===== config.mk =====
export PLATFORM = sky130hd
export DESIGN_NAME = mclk_source_switch
export DESIGN_NICKNAME = d
export VERILOG_FILES = /design/src/hw/bit_sync.v /design/src/hw/quiet_timer.v /design/src/hw/mclk_source_switch.v
export VERILOG_INCLUDE_DIRS = /design/src /design/src/hw
export SDC_FILE = /design/constraint.sdc
export NUM_CORES = 1
export LEC_CHECK = 0
export BUFFER_PORTS_ARGS = -buffer_cell sky130_fd_sc_hd__clkbuf_2
export CAP_MARGIN = 20
export CORE_MARGIN = 2
export CORE_UTILIZATION = 53
export DETAILED_ROUTE_END_ITERATION = 10
export PLACE_DENSITY = 0.75
export SLEW_MARGIN = 20
export SYNTH_ARGS = -nofsm -noshare
export SYNTH_HDL_FRONTEND = slang
export SYNTH_SLANG_ARGS = --single-unit

===== constraint.sdc =====
create_clock -name clk -period 2.5 [get_ports clk]
set_input_delay 0.5 -clock clk [delete_from_list [all_inputs] [get_ports clk]]
set_output_delay 0.5 -clock clk [all_outputs]
set_load 0.005 [all_outputs]

===== src/hw/clk_switch_consts.vh =====
// constants for the master-clock source switch and synthesizer control
`ifndef CLK_SWITCH_CONSTS_VH
`define CLK_SWITCH_CONSTS_VH

// ==========================================================================
// timing
`define CLK_HZ 40000000
`define QUIET_TIME_US 150
`define QUIET_CYCLES ((`QUIET_TIME_US * (`CLK_HZ / 1000000)))
`define SYNTH_SETTLE_US 800
`define SYNTH_SETTLE_CYCLES ((`SYNTH_SETTLE_US * (`CLK_HZ / 1000000)))

// ==========================================================================
// clock-switch state encoding (gray: one bit changes per step)
`define SW_STATE_RCO 2'h0
`define SW_STATE_TRANS 2'h1
`define SW_STATE_BCLK 2'h3

// ==========================================================================
// synthesizer field encodings
`define MODE_BYPASS_ALL 2'h3
`define MODE_SCALE_500 2'h1
`define MODE_SCALE_1029 2'h2
`define PRESCALE_DIV1 2'h0
`define PRESCALE_DIV4 2'h2
`define PRESCALE_DIV8 2'h3
`define SOURCE_DIRECT 1'h0
`define SOURCE_SYNTH 1'h1

// ==========================================================================
// reset values of the decoded ratio outputs
`define PRESCALE_RATIO_RESET 4'h1
`define OUTPUT_DIV_RESET 8'h10

`endif


===== src/hw/bit_sync.v =====
// two flip-flop level synchroniser
module bit_sync (
    input wire clk, // system clock
    input wire rst, // async reset, active high
    input wire din, // asynchronous level
    output reg dout // synchronised level
);
    reg meta_reg;

    // first stage feeds only the second stage
    always @(posedge clk or posedge rst) begin
        if (rst) begin
            meta_reg <= 1'b0;
            dout <= 1'b0;
        end else begin
            meta_reg <= din;
            dout <= meta_reg;
        end
    end
endmodule // bit_sync


===== src/hw/quiet_timer.v =====
// one-shot down counter that flags a run of a given number of cycles
module quiet_timer #(
    parameter WIDTH = 16 // counter width
) (
    input wire clk, // system clock
    input wire rst, // async reset, active high
    input wire start, // load pulse
    input wire [WIDTH-1:0] load_val, // cycles to count
    output wire busy, // counting
    output wire done // one-cycle pulse at expiry
);
    reg [WIDTH-1:0] count_reg;
    reg done_reg;

    // counts down to zero; a fresh start restarts the run
    always @(posedge clk or posedge rst) begin
        if (rst) begin
            count_reg <= {WIDTH{1'b0}};
            done_reg <= 1'b0;
        end else begin
            done_reg <= (count_reg == {{(WIDTH-1){1'b0}}, 1'b1}) && !start;
            if (start) begin
                count_reg <= load_val;
            end else if (count_reg != {WIDTH{1'b0}}) begin
                count_reg <= count_reg - {{(WIDTH-1){1'b0}}, 1'b1};
            end
        end
    end

    assign busy = (count_reg != {WIDTH{1'b0}});
    assign done = done_reg;
endmodule // quiet_timer


===== src/hw/mclk_source_switch.v =====
// master-clock source switch state machine and synthesizer control
`include "clk_switch_consts.vh"

module mclk_source_switch #(
    parameter QUIET_CYCLES = `QUIET_CYCLES, // 150 us quiet time in clocks
    parameter SETTLE_CYCLES = `SYNTH_SETTLE_CYCLES, // 800 us synthesizer settle
    parameter TW = 16 // timer width
) (
    input wire clk, // 40 MHz control clock
    input wire rst, // async reset, active high
    input wire clock_present, // software clock-present bit
    input wire i2c_stop, // one-cycle pulse: I2C stop seen
    input wire i2c_busy, // I2C transaction outstanding
    input wire bit_clock_running, // pin-domain activity level (async)
    input wire master_clock_source_select, // 0 direct pin, 1 synthesizer
    input wire synth_start, // synthesizer start bit
    input wire synth_reference_invert, // invert synthesizer reference
    input wire [1:0] reference_prescaler, // 0x0 /1, 0x2 /4, 0x3 /8
    input wire [7:0] synth_output_divider, // divide ratio equals value
    input wire [1:0] synth_mode, // multiplier mode
    output reg [1:0] clock_switch_state, // gray-coded switch state
    output reg oscillator_powerdown_state, // 1 while oscillator powered down
    output reg sel_bit_clock, // glitchless mux: 1 picks bit clock path
    output reg sel_synth, // 1 routes synthesizer output to the mux
    output reg synth_power_on, // synthesizer analog enable
    output reg synth_ref_invert_out, // reference invert control
    output reg [3:0] prescale_ratio, // decoded prescale ratio
    output reg [7:0] output_div_ratio, // decoded output divide ratio
    output reg [1:0] scale_select, // 0 none, 1 500/512, 2 1029/1024
    output reg synth_settled, // 800 us passed since start
    output reg i2c_hold_off // I2C quiet window active
);
    // ======================================================================
    // states
    // one-hot, so each state test is a single flop
    localparam [3:0] ST_RCO = 4'h1;
    localparam [3:0] ST_WAIT = 4'h2;
    localparam [3:0] ST_SWITCH = 4'h4;
    localparam [3:0] ST_BCLK = 4'h8;

    reg [3:0] state_reg;
    reg [3:0] state_next;
    reg present_d_reg;
    reg target_reg;
    reg target_next;
    reg pending_reg;
    reg pending_next;
    reg synth_start_d_reg;
    // conditioned pin level and timer hand-offs
    wire bclk_sync;
    wire quiet_busy;
    wire quiet_done;
    wire settle_busy;
    wire settle_done;
    wire quiet_start;
    wire settle_start;
    wire present_edge;

    // ======================================================================
    // input conditioning
    // the activity level comes from the pin domain, so it is synchronised
    bit_sync u_bclk_sync (
        .clk(clk),
        .rst(rst),
        .din(bit_clock_running),
        .dout(bclk_sync)
    );

    // edge detect on the software bit (same clock domain)
    always @(posedge clk or posedge rst) begin
        if (rst) begin
            present_d_reg <= 1'b0;
            synth_start_d_reg <= 1'b0;
        end else begin
            present_d_reg <= clock_present;
            synth_start_d_reg <= synth_start;
        end
    end

    assign present_edge = clock_present ^ present_d_reg;

    // ======================================================================
    // timers
    // the quiet window opens only on a clean stop while a switch waits
    assign quiet_start = (state_reg == ST_WAIT) && i2c_stop && !i2c_busy;
    // settle timing restarts on each rising start bit
    assign settle_start = synth_start && !synth_start_d_reg;

    // one timer per window; both load from parameters, never from ports
    quiet_timer #(.WIDTH(TW)) u_quiet (
        .clk(clk),
        .rst(rst),
        .start(quiet_start),
        .load_val(QUIET_CYCLES[TW-1:0]),
        .busy(quiet_busy),
        .done(quiet_done)
    );

    // settle timer runs independently of the switch machine
    quiet_timer #(.WIDTH(TW)) u_settle (
        .clk(clk),
        .rst(rst),
        .start(settle_start),
        .load_val(SETTLE_CYCLES[TW-1:0]),
        .busy(settle_busy),
        .done(settle_done)
    );

    // ======================================================================
    // switch state machine
    // a pending change is latched so an edge during a switch is not lost
    always @* begin
        state_next = state_reg;
        target_next = target_reg;
        pending_next = pending_reg;
        if (present_edge) begin
            pending_next = 1'b1;
        end
        case (state_reg)
            ST_RCO, ST_BCLK: begin
                if (pending_reg) begin
                    target_next = clock_present;
                    if (clock_present == (state_reg == ST_BCLK)) begin
                        // already where the bit points: nothing to do
                        pending_next = present_edge;
                    end else if (!clock_present || bclk_sync) begin
                        // going to the pin needs it running; otherwise stay pending
                        state_next = ST_WAIT;
                        pending_next = present_edge;
                    end
                end
            end
            ST_WAIT: begin
                // outstanding transactions finish first; stop starts the switch
                if (quiet_start) begin
                    state_next = ST_SWITCH;
                end else if (target_reg && !bclk_sync) begin
                    // pin lost before the stop: stay on the oscillator, retry later
                    state_next = ST_RCO;
                    pending_next = 1'b1;
                end
            end
            ST_SWITCH: begin
                // mux moves only after the quiet window, at its end
                if (quiet_done) begin
                    if (target_reg && !bclk_sync) begin
                        // never hand the core to a dead pin; keep the request open
                        state_next = ST_RCO;
                        pending_next = 1'b1;
                    end else begin
                        state_next = target_reg ? ST_BCLK : ST_RCO;
                    end
                end
            end
            default: begin
                state_next = ST_RCO;
                target_next = 1'b0;
                pending_next = 1'b0;
            end
        endcase
    end

    // reset always lands on the oscillator
    always @(posedge clk or posedge rst) begin
        if (rst) begin
            state_reg <= ST_RCO;
            target_reg <= 1'b0;
            pending_reg <= 1'b0;
        end else begin
            state_reg <= state_next;
            target_reg <= target_next;
            pending_reg <= pending_next;
        end
    end

    // ======================================================================
    // status and mux control, all registered
    // gray code: RC_OSCILLATOR 00 -> TRANS 01 -> BCLK 11, one bit per step; while the
    // switch waits for its stop both status bits keep their old value
    always @(posedge clk or posedge rst) begin
        if (rst) begin
            clock_switch_state <= `SW_STATE_RCO;
            oscillator_powerdown_state <= 1'b0;
        end else begin
            case (state_next)
                ST_BCLK: begin
                    clock_switch_state <= `SW_STATE_BCLK;
                    // oscillator sleeps only while the pin clock is in charge
                    oscillator_powerdown_state <= 1'b1;
                end
                ST_SWITCH: begin
                    clock_switch_state <= `SW_STATE_TRANS;
                    // a fall-back needs the oscillator up before the mux moves
                    oscillator_powerdown_state <= 1'b0;
                end
                ST_WAIT: begin
                    clock_switch_state <= clock_switch_state;
                    oscillator_powerdown_state <= oscillator_powerdown_state;
                end
                default: begin
                    clock_switch_state <= `SW_STATE_RCO;
                    oscillator_powerdown_state <= 1'b0;
                end
            endcase
        end
    end

    // single registered select feeds the glitchless mux cell; it moves only
    // on arrival, so the old source keeps clocking through wait and window;
    // the control port sits behind the same mux, so it shares the core rate
    always @(posedge clk or posedge rst) begin
        if (rst) begin
            sel_bit_clock <= 1'b0;
        end else begin
            case (state_next)
                ST_BCLK: sel_bit_clock <= 1'b1;
                ST_RCO: sel_bit_clock <= 1'b0;
                default: sel_bit_clock <= sel_bit_clock;
            endcase
        end
    end

    // hold-off covers the quiet window from the starting stop to expiry
    always @(posedge clk or posedge rst) begin
        if (rst) begin
            i2c_hold_off <= 1'b0;
        end else begin
            i2c_hold_off <= quiet_start || (quiet_busy && !quiet_done);
        end
    end

    // ======================================================================
    // synthesizer control decode
    // the mux select is sampled on every cycle, whatever the switch state,
    // so the synthesizer route can be picked before the switch completes
    always @(posedge clk or posedge rst) begin
        if (rst) begin
            sel_synth <= 1'b0;
            synth_power_on <= 1'b0;
            synth_ref_invert_out <= 1'b0;
        end else begin
            sel_synth <= (master_clock_source_select == `SOURCE_SYNTH);
            // source 0 bypasses; clearing start powers the synthesizer down
            synth_power_on <= synth_start;
            synth_ref_invert_out <= synth_reference_invert;
        end
    end

    // ratio decode; the undefined prescaler code falls back to divide-by-2
    always @(posedge clk or posedge rst) begin
        if (rst) begin
            prescale_ratio <= `PRESCALE_RATIO_RESET;
            output_div_ratio <= `OUTPUT_DIV_RESET;
            scale_select <= 2'h0;
        end else begin
            case (reference_prescaler)
                `PRESCALE_DIV1: prescale_ratio <= 4'h1;
                `PRESCALE_DIV4: prescale_ratio <= 4'h4;
                `PRESCALE_DIV8: prescale_ratio <= 4'h8;
                default: prescale_ratio <= 4'h2;
            endcase
            // odd divider values are the host's fault and pass unchanged
            output_div_ratio <= synth_output_divider;
            case (synth_mode)
                `MODE_SCALE_500: scale_select <= 2'h1;
                `MODE_SCALE_1029: scale_select <= 2'h2;
                `MODE_BYPASS_ALL: scale_select <= 2'h0;
                default: scale_select <= 2'h0;
            endcase
        end
    end

    // settle flag: a fresh start restarts the count, a cleared start drops it;
    // the host times its divider restore against this, not against a guess
    always @(posedge clk or posedge rst) begin
        if (rst) begin
            synth_settled <= 1'b0;
        end else if (!synth_start || settle_start) begin
            synth_settled <= 1'b0;
        end else if (settle_done) begin
            synth_settled <= 1'b1;
        end
    end
endmodule // mclk_source_switch


Yosys cells after proc, flatten, opt, wreduce, memory -nomap -nowiden
Index checks and enable logic that the tools add are counted.
{"block": "totals", "wordCells": 99, "reg_bits": 66, "in_bits": 21}
{"block": "op_classes", "add_sub_neg": 2, "muxes": 30, "n_reduce_logical": 28, "bitwise_logic": 2, "eq_ne": 16}
{"op": "16-bit 2-to-1 mux", "count": 4}
{"op": "16-bit by 1-bit == test with 1-bit output, second input constant", "count": 2}
{"op": "4-bit 2-to-1 mux", "count": 8}
{"op": "16-bit nonzero test", "count": 2}
{"op": "16-bit by 1-bit subtractor with 16-bit output, second input constant", "count": 2}
{"op": "4-bit one-hot mux with 3 select lines", "count": 2}
{"op": "1-bit 2-to-1 mux", "count": 10}
{"op": "4-bit by 1-bit == test with 1-bit output, second input constant", "count": 2}
{"op": "4-bit by 2-bit == test with 1-bit output, second input constant", "count": 2}
{"op": "4-bit by 3-bit == test with 1-bit output, second input constant", "count": 2}
{"op": "4-bit == test, second input constant", "count": 2}
{"op": "1-bit logical NOT", "count": 8}
{"op": "2-bit nonzero test", "count": 4}
{"op": "1-bit logical AND", "count": 7}
{"op": "2-bit == test, second input constant", "count": 3}
{"op": "1-bit one-hot mux with 2 select lines", "count": 3}
{"op": "2-bit one-hot mux with 3 select lines", "count": 1}
{"op": "2-bit one-hot mux with 2 select lines", "count": 1}
{"op": "2-bit OR reduction", "count": 2}
{"op": "1-bit logical OR", "count": 3}
{"op": "1-bit one-hot mux with 3 select lines", "count": 1}
{"op": "2-bit by 1-bit == test with 1-bit output, second input constant", "count": 1}
{"op": "2-bit logical NOT", "count": 1}
{"op": "2-bit != test, second input constant", "count": 1}
{"op": "other kinds (4)", "count": 4}

Longest topological paths before layout
Gate-level depths: netlist of run 1.
{"block": "depth", "ltp_word": 8, "ltp_mapped": 7}

Cells and area by module
A second synthesis of run 1 with hierarchy kept.
{"block": "unflattened", "hier_cells": 322, "area_unflattened_um2": 3321.9}
{"mod": "quiet_timer", "seq_area_each_um2": 425.4, "instances": 2, "area_per_inst_um2": 1033.5, "cells_each": 113}
{"mod": "mclk_source_switch", "seq_area_each_um2": 729.4, "instances": 1, "area_per_inst_um2": 1201.2, "cells_each": 93}
{"mod": "bit_sync", "seq_area_each_um2": 50.0, "instances": 1, "area_per_inst_um2": 53.8, "cells_each": 3}

Worst setup path after synthesis of run 1
OpenSTA, ideal clock, no wires.
{"block": "synth_timing", "kind": "register -> register", "start": "register u_settle.count_reg[2]", "end": "register u_settle.count_reg[11]", "path_stages_with_launch": 7, "required_time_ns": 2.376, "arrival_time_ns": 2.084, "setup_ns": 0.124, "path_slack_ns": 0.292, "path_cell_list": "dfrtp_1 or3_1 buf_2 or4_1 buf_2 or3_1 a211o_1"}
{"block": "synth_via", "elab_chain_cells": 3}
{"element": "start: declaration", "line_no": "quiet_timer.v:12", "source": "reg [WIDTH-1:0] count_reg;"}
{"element": "start signal: assignment", "line_no": "quiet_timer.v:18", "source": "count_reg <= {WIDTH{1'b0}};"}
{"element": "start signal: assignment", "line_no": "quiet_timer.v:23", "source": "count_reg <= load_val;"}
{"element": "start signal: assignment", "line_no": "quiet_timer.v:25", "source": "count_reg <= count_reg - {{(WIDTH-1){1'b0}}, 1'b1};"}
{"element": "16-bit by 1-bit subtractor with 16-bit output", "line_no": "quiet_timer.v:25"}
{"element": "16-bit 2-to-1 mux", "line_no": "quiet_timer.v:24", "source": "end else if (count_reg != {WIDTH{1'b0}}) begin"}
{"element": "16-bit 2-to-1 mux", "line_no": "quiet_timer.v:22", "source": "if (start) begin"}
Parallel ways exist; a longest one is shown, timed or not. The select of a mux whose other input is x is not followed.
A chain may end at the register's enable or synchronous reset.

Worst setup path after layout of run 1
{"block": "layout_timing", "start": "register u_settle.count_reg[6]", "end": "register u_settle.count_reg[11]"}
The elaborated chain is that of the path after synthesis.

==> results of run 1 <==
==> power by group through the flow <==
stage | clock (µW) | sequential, µW | combinational [µW]
after floorplan | 0 | 1350 | 464
after global placement | 0 | 1380 | 567
after detailed placement | 0 | 1390 | 585
after CTS | 1010 | 1380 | 590
after global routing | 1070 | 1410 | 667
final | 993 | 1380 | 586
==> routing by layer <==
layer / wire length [µm] / global-route usage [%] / share of wire (%)
met2: 3101 / 37.00 / 50
met4: 129 / 10.00 / 2.1
met3: 163 / 5.730 / 2.6
met5: 0 / 0 / 0
met1: 2844 / 26.35 / 46
==> kinds of logic (layout without fill, tap and decap cells) <==
| group | Yosys count | in the layout | synth area share (%) |
|---|---|---|---|
| flops | 66 | 66 | 53.41 |
| buf+inv | 27 | 81 | 3.351 |
| simple gates | 127 | 127 | 24.55 |
| xor+xnor | 4 | 4 | 1.131 |
| mux | 9 | 9 | 2.947 |
| compound gates | 59 | 59 | 13.00 |
| fa+ha+maj | 4 | 4 | 1.615 |
==> final cells by class <==
class	count	area [µm²]
clock buffers	11	141.4
inverters	14	52.55
fillers	451	1929
flip-flops and latches	66	1655
repair buffers	51	287.8
clock inverters	5	77.57
well taps	72	90.09
multi-input cells	203	1340
==> placed cells by master, fill, tap and decap left out, types with 9 or more instances in the layout <==
master,n
or4_1,11
nand2b_1,13
nor2b_1,9
clkbuf_8,10
o21ai_0,18
dfrtp_1,63
clkbuf_2,43
nor2_1,13
or3_1,14
nor3_1,9
a21oi_1,12
nor4_1,10
inv_1,13
nand2_1,13
==> through the flow <==
stage / power [µW] / hold slack (ns) / setup WS (ns)
floorplan: 1813 / 0.3312 / 0.2918
global placement: 1950 / 0.3315 / 0.3598
detailed placement: 1979 / 0.3355 / 0.3237
CTS: 2979 / 0.2196 / 0.3114
global route: 3143 / 0.2128 / 0.1392
finish: 2961 / 0.2092 / 0.3125
==> worst reg2reg max path: cells and delay by family (launching register included) <==
family | cells | cell delay [ns]
simple gates | 3 | 1.38
flops | 1 | 0.41
compound gates | 1 | 0.29
==> final timing paths <==
check | from | depth (start not counted) | end | slack [ns]
max | u_settle.count_reg[6] | 4 | u_settle.count_reg[11] | 0.31
min | rst | 2 | output_div_ratio[5] | 0.21
max reg2reg | u_settle.count_reg[6] | 4 | u_settle.count_reg[11] | 0.31
min reg2reg | u_bclk_sync.meta_reg | 0 | u_bclk_sync.dout | 0.35
max in group asynchronous | rst | 3 | state_reg[0] | 1.64
min in group clk | synth_output_divider[4] | 1 | output_div_ratio[4] | 0.23
==> impl_results.md, run 1 <==
* CTS tree: done
* Final hold violations at 0
* Wirelength, routed at ~6200 µm
* Area added between synthesis and finish at 17.60%
* CTS Sinks at 66
* Synth Cell Area at 3099 µm²
* CP delay by family, top: simple AND/OR/NAND/NOR gates
* WL per Instance at 14.78 µm
* Antenna Cells at 0
* DRC Markers at 0
* Worst-Skew Late Latency at 0.35 ns
* Worst-case clock skew at 0.009244 ns
* Hold Path Class: primary input to async pin
* P_int at roughly 2100 µW
* Worst setup path category: flop to flop
* Leading post-synthesis cells by cell area: dfrtp_1 51%, o21ai_0 2.9%, or3_1 2.8%
* #FFs+latches synth at 66
* Maximum vdd drop at around 0.00053 V
* Root Driver: clkbuf_8
* Share of cells above drive strength 1 at 23.14%
* Outcome: finished, final reports clean
* Post_cts resized at 0
* DPL Wire Length at roughly 4400 µm
* Via density at 5.675
* Setup violations, final at 0
* GR Util All Layers at 21.98%
* DRT antenna net count at 0
* Chip height at 80.47 µm
* Crit-path cells: or3_1, or4_1, or3_1, a211o_1
* Top FF cell, synth: dfrtp_1
* CP dominant cell by count: or3_1
* Crit path time final at 2.187 ns
* CP Data Arrival Time at ~2.4 ns
* Post-CTS setup buffers at 0
* Seq/Total Area, Yosys at around 53%
* Clk buf depth at 2
* Lkg Pwr at between 0.0015 and 0.002 µW
* Placed insts at 406
* Core Area at 5574 µm²
* FFs w/ async S/R, synth at between 90% and 100%
* Vias in the first global route at 2348
* Nets@finish at 370
* Cell area after layout at 3645 µm²
* Clock power share at 33.5%
* Netlist cell types at a little under 50
* Fmax at 457.1 MHz
* Critical Path End Type: flop
* Largest net degree at the start of global routing at 31
* Slew HR at 52.15%
* Setup_tns at 0 ns
* Initial Util at 55.60%
* Most frequent cell after synthesis: dfrtp_1
* Crit-path slowest cell: or4_1
* Gpl congestion at approximately 0.86
* Port bufs at 43
* 1st-iter DRT viols at 135
* RSZ-0062 raised after global routing: no
* H-Tree Depth at 3
* Sw power at 877.1 µW
* Post-Synthesis Cells at approximately 300
* Total die area at roughly 6500 µm²
* Syn_area_per_cell at 10.47 µm²
* Sw frac at 29.62%
* Placement-stage cell area at 3426 µm²
* Max-cap viol count at 0
* Slew @ Worst Pin at a little over 0.7 ns
* First drt pass iteration count at 4
* Syn Nets at 321
* Hold buffer count at cts at 0
* Die Wd at approximately 80 µm
* Area leader, netlist: dfrtp_1
* # IOs at 44
* Cell Rows at 27
* Largest stage delay, worst path at around 0.60 ns
* Grt total ovfl at 0
* Layout Utilization at approximately two thirds
* Bufs and invs on worst path at 0
* Initial antenna violation count at 0
* Critical Path RT at 2.73 ns
* Global-route wire length before repair at roughly 11000 µm
* Clock-pin slew on the worst setup and hold paths at 0.07 ns
* PwrDens at 812.5 nW/µm²
* Count of yosys warnings during synthesis at 0
* Post-synth EDFFs at 0
* Fin crit share at 87.50%
* Crit path max fanout at 8
* Total number of vias at between 2000 and 2500
* Fin. max-slew vios at 0
* Number of buffers created by CTS at 9
* Top post-synthesis cells by count: 63 x dfrtp_1, 18 x o21ai_0, 14 x inv_1, 14 x or3_1
* Top-area cell type share of the netlist area at between 50% and 60%
* Sequential share of power at between 40% and 50%
* Logic gate share of total power at 19.8%
* Nature of the critical path startpoint: flop
* Final non-filler cell total at 422
Note: power is estimated with default switching activity, not from simulation.
==> run 2, diff against run 1 <==
Settings changed: CORE_UTILIZATION 53 to 50, PLACE_DENSITY 0.75 to 0.71.
==> run 2 against run 1 <==
  * Flip-flop and latch count stayed put
  * Count of clock-buffer cells in the layout is 2 lower
  * Critical path type unchanged
  * Via count is 0.38% higher
  * Cell count is 0.24% higher
==> impl_results.md, run 2 (synthesis results as in run 1) <==
* Final hold violations at 0
* Nets@finish at 368
* Chip height at 82.73 µm
* Setup violations, final at 0
* Crit-path slowest cell: or4_1
* Initial Util at 52.04%
* RSZ-0062 raised after global routing: no
* Antenna Cells at 0
* Critical Path End Type: flop
* H-Tree Depth at 3
* Max-cap viol count at 0
* Hold buffer count at cts at 0
* Worst setup path category: flop to flop
* Slew @ Worst Pin at 0.7080 ns
* Sw power at 886.7 µW
* Fin. max-slew vios at 0
* Worst-Skew Late Latency at 0.34 ns
* Nature of the critical path startpoint: flop
* Gpl congestion at 0.8219
* Port bufs at 43
* Commonest non-fill, non-tap cell in the layout: dfrtp_1
* Largest net degree at the start of global routing at between 40 and 50
* Crit path time final at roughly 2.2 ns
* Fillcell total at just over 500
* Crit-path cells: or3_1, or4_1, or3_1, a211o_1
* DRT antenna net count at 0
* Sw frac at between 20 and 30%
* CTS Sinks at 66
* Logic gate share of total power at 19.3%
* # IOs at between 40 and 50
* Via density at around 5.7
* Maximum vdd drop at ~0.0006 V
* Cell area after layout at 3656 µm²
* Clock-pin slew on the worst setup and hold paths at 0.07 ns
* Core Area at 5956 µm²
* Worst-case clock skew at 0.009362 ns
* Total number of vias at 2404
* P_int at 2159 µW
* CP Data Arrival Time at 2.43 ns
* Outcome: finished, final reports clean
* Die Wd at 82.73 µm
* DRC Markers at 0
* Total die area at ~6800 µm²
* Fmax at 453.8 MHz
* Bufs and invs on worst path at 0
* Layout Utilization at 61.39%
* Area added between synthesis and finish at 17.97%
* Share of cells above drive strength 1 at between 20% and 30%
* First drt pass iteration count at 5
* DPL Wire Length at between 4000 and 5000 µm
* Post_cts resized at 0
* Vias in the first global route at 2274
* Fin crit share at between 80% and 90%
* Clock power share at 35.6%
* Global-route wire length before repair at 10180 µm
* Lkg Pwr at about 0.0016 µW
* Cell Rows at 28
* Worst hold margin at between 0.1 and 0.15 ns
* Sequential share of power at 45.2%
* Number of buffers created by CTS at 9
* Most frequent cells in the layout: 63 x dfrtp_1, 43 x clkbuf_2, 18 x o21ai_0, 14 x or3_1
* WL per Instance at approximately 14 µm
* Placement-stage cell area at 3415 µm²
* Final non-filler cell total at 423
* Setup_tns at 0 ns
* CTS tree: done
* Hold Path Class: primary input to async pin
* CP dominant cell by count: or3_1
* Placed insts at 407
* Critical Path RT at 2.73 ns
* Initial antenna violation count at 0
* Crit path max fanout at 8
* CP delay by family, top: simple AND/OR/NAND/NOR gates
* Slew HR at 52.37%
* Largest stage delay, worst path at ~0.6 ns
* Post-CTS setup buffers at 0
* GR Util All Layers at 19.86%
* 1st-iter DRT viols at 105
* PwrDens at 833.2 nW/µm²
* Wirelength, routed at 6084 µm
* Grt total ovfl at 0
* Clk buf depth at 2
* Root Driver: clkbuf_8
[run 2: path summary, 6_finish.rpt]
check	to	startpoint	depth (start not counted)	slack, ns
worst max-delay path	u_settle.count_reg[11]	u_settle.count_reg[6]	4	0.30
worst min-delay path	output_div_ratio[0]	rst	2	0.15
worst max register to register	u_settle.count_reg[11]	u_settle.count_reg[6]	4	0.30
worst min register to register	u_bclk_sync.dout	u_bclk_sync.meta_reg	0	0.35
max in group asynchronous	state_reg[0]	rst	3	1.71
min in group clk	output_div_ratio[4]	synth_output_divider[4]	1	0.24
[run 2: final cells by class]
| class | instances | area [µm²] | share of cell area (%) |
|---|---|---|---|
| clock buffer | 9 | 123.9 | 3.388 |
| clock inverter | 7 | 117.6 | 3.217 |
| inverter | 14 | 52.55 | 1.437 |
| multi-input combinational | 203 | 1340 | 36.65 |
| sequential | 66 | 1655 | 45.28 |
| timing repair buffer | 49 | 272.8 | 7.461 |
| tap | 75 | 93.84 | 2.567 |
[run 2: power groups by stage]
stage,Combinational [µW],Sequential [µW],Clock (µW)
floorplan,464,1350,0
global route,671,1400,1160
global placement,569,1380,0
detailed placement,592,1390,0
CTS,594,1370,1110
finish,587,1380,1080
[run 2: routing by layer]
| metal | part of all wire [%] | track usage [%] |
|---|---|---|
| met4 | 1.2 | 7.541 |
| met2 | 50 | 32.90 |
| met3 | 3.3 | 5.978 |
| met1 | 46 | 24.44 |
| met5 | 0 | 0 |
[run 2: per-stage QoR]
step / worst slack (ns) / total power [µW]
4_1_cts: 0.2937 / 3075
3_3_place_gp: 0.3364 / 1950
3_5_place_dp: 0.3025 / 1982
2_1_floorplan: 0.2918 / 1813
5_1_grt: 0.1966 / 3229
6_report: 0.2966 / 3046
==> run 3, diff against run 2 <==
Settings changed: CAP_MARGIN 20 to unset, CTS_CLUSTER_SIZE set to 25, MAX_ROUTING_LAYER set to met4.
==> run 3 against run 2 <==
  * Maximum frequency shrank 0.18%
  * Cell count is the same
  * Count of clock-buffer cells in the layout is the same
  * Global-route usage grew 0.57 points
  * Utilization is the same
  * Die area is the same
  * Register-to-register slack is essentially flat
  * Critical path depth is the same
  * Routed wire length grew 0.20%
==> impl_results.md, run 3 (synthesis results as in run 1) <==
* Outcome: finished, final reports clean
* Sw power at 885.8 µW
* Sequential share of power at 45.1%
* Critical Path End Type: flop
* Lkg Pwr at 0.001582 µW
* Slew HR at 52.94%
* Place WS at 0.3025 ns
* Core Area at 5956 µm²
* Worst-Skew Late Latency at 0.34 ns
* # IOs at 44
* First drt pass iteration count at 4
* Critical Path RT at 2.73 ns
* Crit path max fanout at 8
* GR Util All Layers at 20.43%
* Global-route wire length before repair at 10170 µm
* Clk buf depth at 2
* 1st-iter DRT viols at 99
* Vias in the first global route at between 2000 and 2500
* Logic gate share of total power at 19.3%
* Port bufs at 43
* Setup_tns at 0 ns
* Crit path time final at roughly 2.2 ns
* Post_cts resized at 0
* RSZ-0062 raised after global routing: no
* Clock power share at 35.6%
* H-Tree Depth at 3
* CTS tree: done
* Fin. max-slew vios at 0
* Nets@finish at approximately 370
* Fmax at 453.0 MHz
* Max-cap viol count at 0
* P_int at about 2200 µW
* Initial Util at approximately 52%
* Root Driver: clkbuf_8
* Grt met1 use at 24.44%
* Cell Rows at 28
* Number of buffers created by CTS at 9
* DPL Wire Length at 4222 µm
* Most frequent cells in the layout: 63 x dfrtp_1, 43 x clkbuf_2, 18 x o21ai_0, 14 x or3_1
* DRT antenna net count at 0
* Commonest non-fill, non-tap cell in the layout: dfrtp_1
* Total number of vias at 2395
* CTS Sinks at 66
* Worst-case clock skew at 0.01045 ns
* CP Data Arrival Time at roughly 2.4 ns
* GR Util met2 at around a third
* Antenna Cells at 0
* Busiest layer in global routing: met2
* Largest net degree at the start of global routing at 46
* Initial antenna violation count at 0
* Clock-pin slew on the worst setup and hold paths at 0.07 ns
* Setup violations, final at 0
* Hold Path Class: primary input to async pin
* Sw frac at 29.09%
* Tot Pwr at 3045 µW
* Nature of the critical path startpoint: flop
* Setup ws final at 0.2925 ns
* Post-CTS setup buffers at 0
* Total die area at 6844 µm²
* Die Wd at 82.73 µm
* PwrDens at about 830 nW/µm²
* Maximum vdd drop at around 0.0006 V
* Area added between synthesis and finish at 17.97%
* Chip height at just over 80 µm
* Slew @ Worst Pin at 0.6994 ns
* Worst setup path category: flop to flop
* Hold buffer count at cts at 0
* Grt total ovfl at 0
* Share of cells above drive strength 1 at 22.99%
* Fin crit share at 88.30%
* Wirelength, routed at between 6000 and 7000 µm
* Gpl congestion at about 0.83
* DRC Markers at 0
* Final hold violations at 0
* Via density at between 5 and 6
* WL per Instance at 14.41 µm
* Met3 Resource Use GR at 5.978%
-- run 3: cell type report --
class,instances,area (µm²)
Fill cell,503,2300
Sequential cell,66,1655
Multi-Input combinational cell,203,1340
Timing Repair Buffer,49,272.8
Clock buffer,9,123.9
Clock inverter,7,117.6
Tap cell,75,93.84
Inverter,14,52.55
-- run 3: final timing paths --
kind	slack (ns)	start	to	depth (start not counted)
worst max register to register	0.29	u_settle.count_reg[6]	u_settle.count_reg[11]	4
worst min register to register	0.35	u_bclk_sync.meta_reg	u_bclk_sync.dout	0
min in group clk	0.24	synth_output_divider[4]	output_div_ratio[4]	1
max in group asynchronous	1.71	rst	state_reg[0]	3
worst min-delay path	0.15	rst	output_div_ratio[0]	2
worst max-delay path	0.29	u_settle.count_reg[6]	u_settle.count_reg[11]	4
-- run 3: power by group through the flow --
| stage | Combinational (µW) | Sequential [µW] | Clock [µW] |
|---|---|---|---|
| floorplan | 464 | 1350 | 0 |
| global placement | 569 | 1380 | 0 |
| detailed placement | 592 | 1390 | 0 |
| CTS | 594 | 1370 | 1110 |
| global route | 671 | 1400 | 1160 |
| finish | 587 | 1370 | 1090 |
-- run 3: routing by layer --
metal | wire length [µm] | up-vias
li1 | - | 1181
met4 | 65 | 0
met1 | 2756 | 1167
met3 | 206 | 7
met2 | 3069 | 40
met5 | 0 | -
-- run 3: critical path: stages (launching register included) --
cell and delay [ns]:
dfrtp_1 0.41, or3_1 0.45, or4_1 0.60, or3_1 0.35, a211o_1 0.29
-- run 3: through the flow --
step | hold WS, ns | utilization (%) | instance area (µm²) | std cells
finish | 0.1482 | 61.39 | 3656 | 423
global route | 0.1867 | 61.39 | 3656 | 423
CTS | 0.1514 | 61.39 | 3656 | 423
detailed placement | 0.3356 | 57.33 | 3415 | 407
global placement | 0.3340 | 57.33 | 3415 | 407
floorplan | 0.3312 | - | 3099 | 296
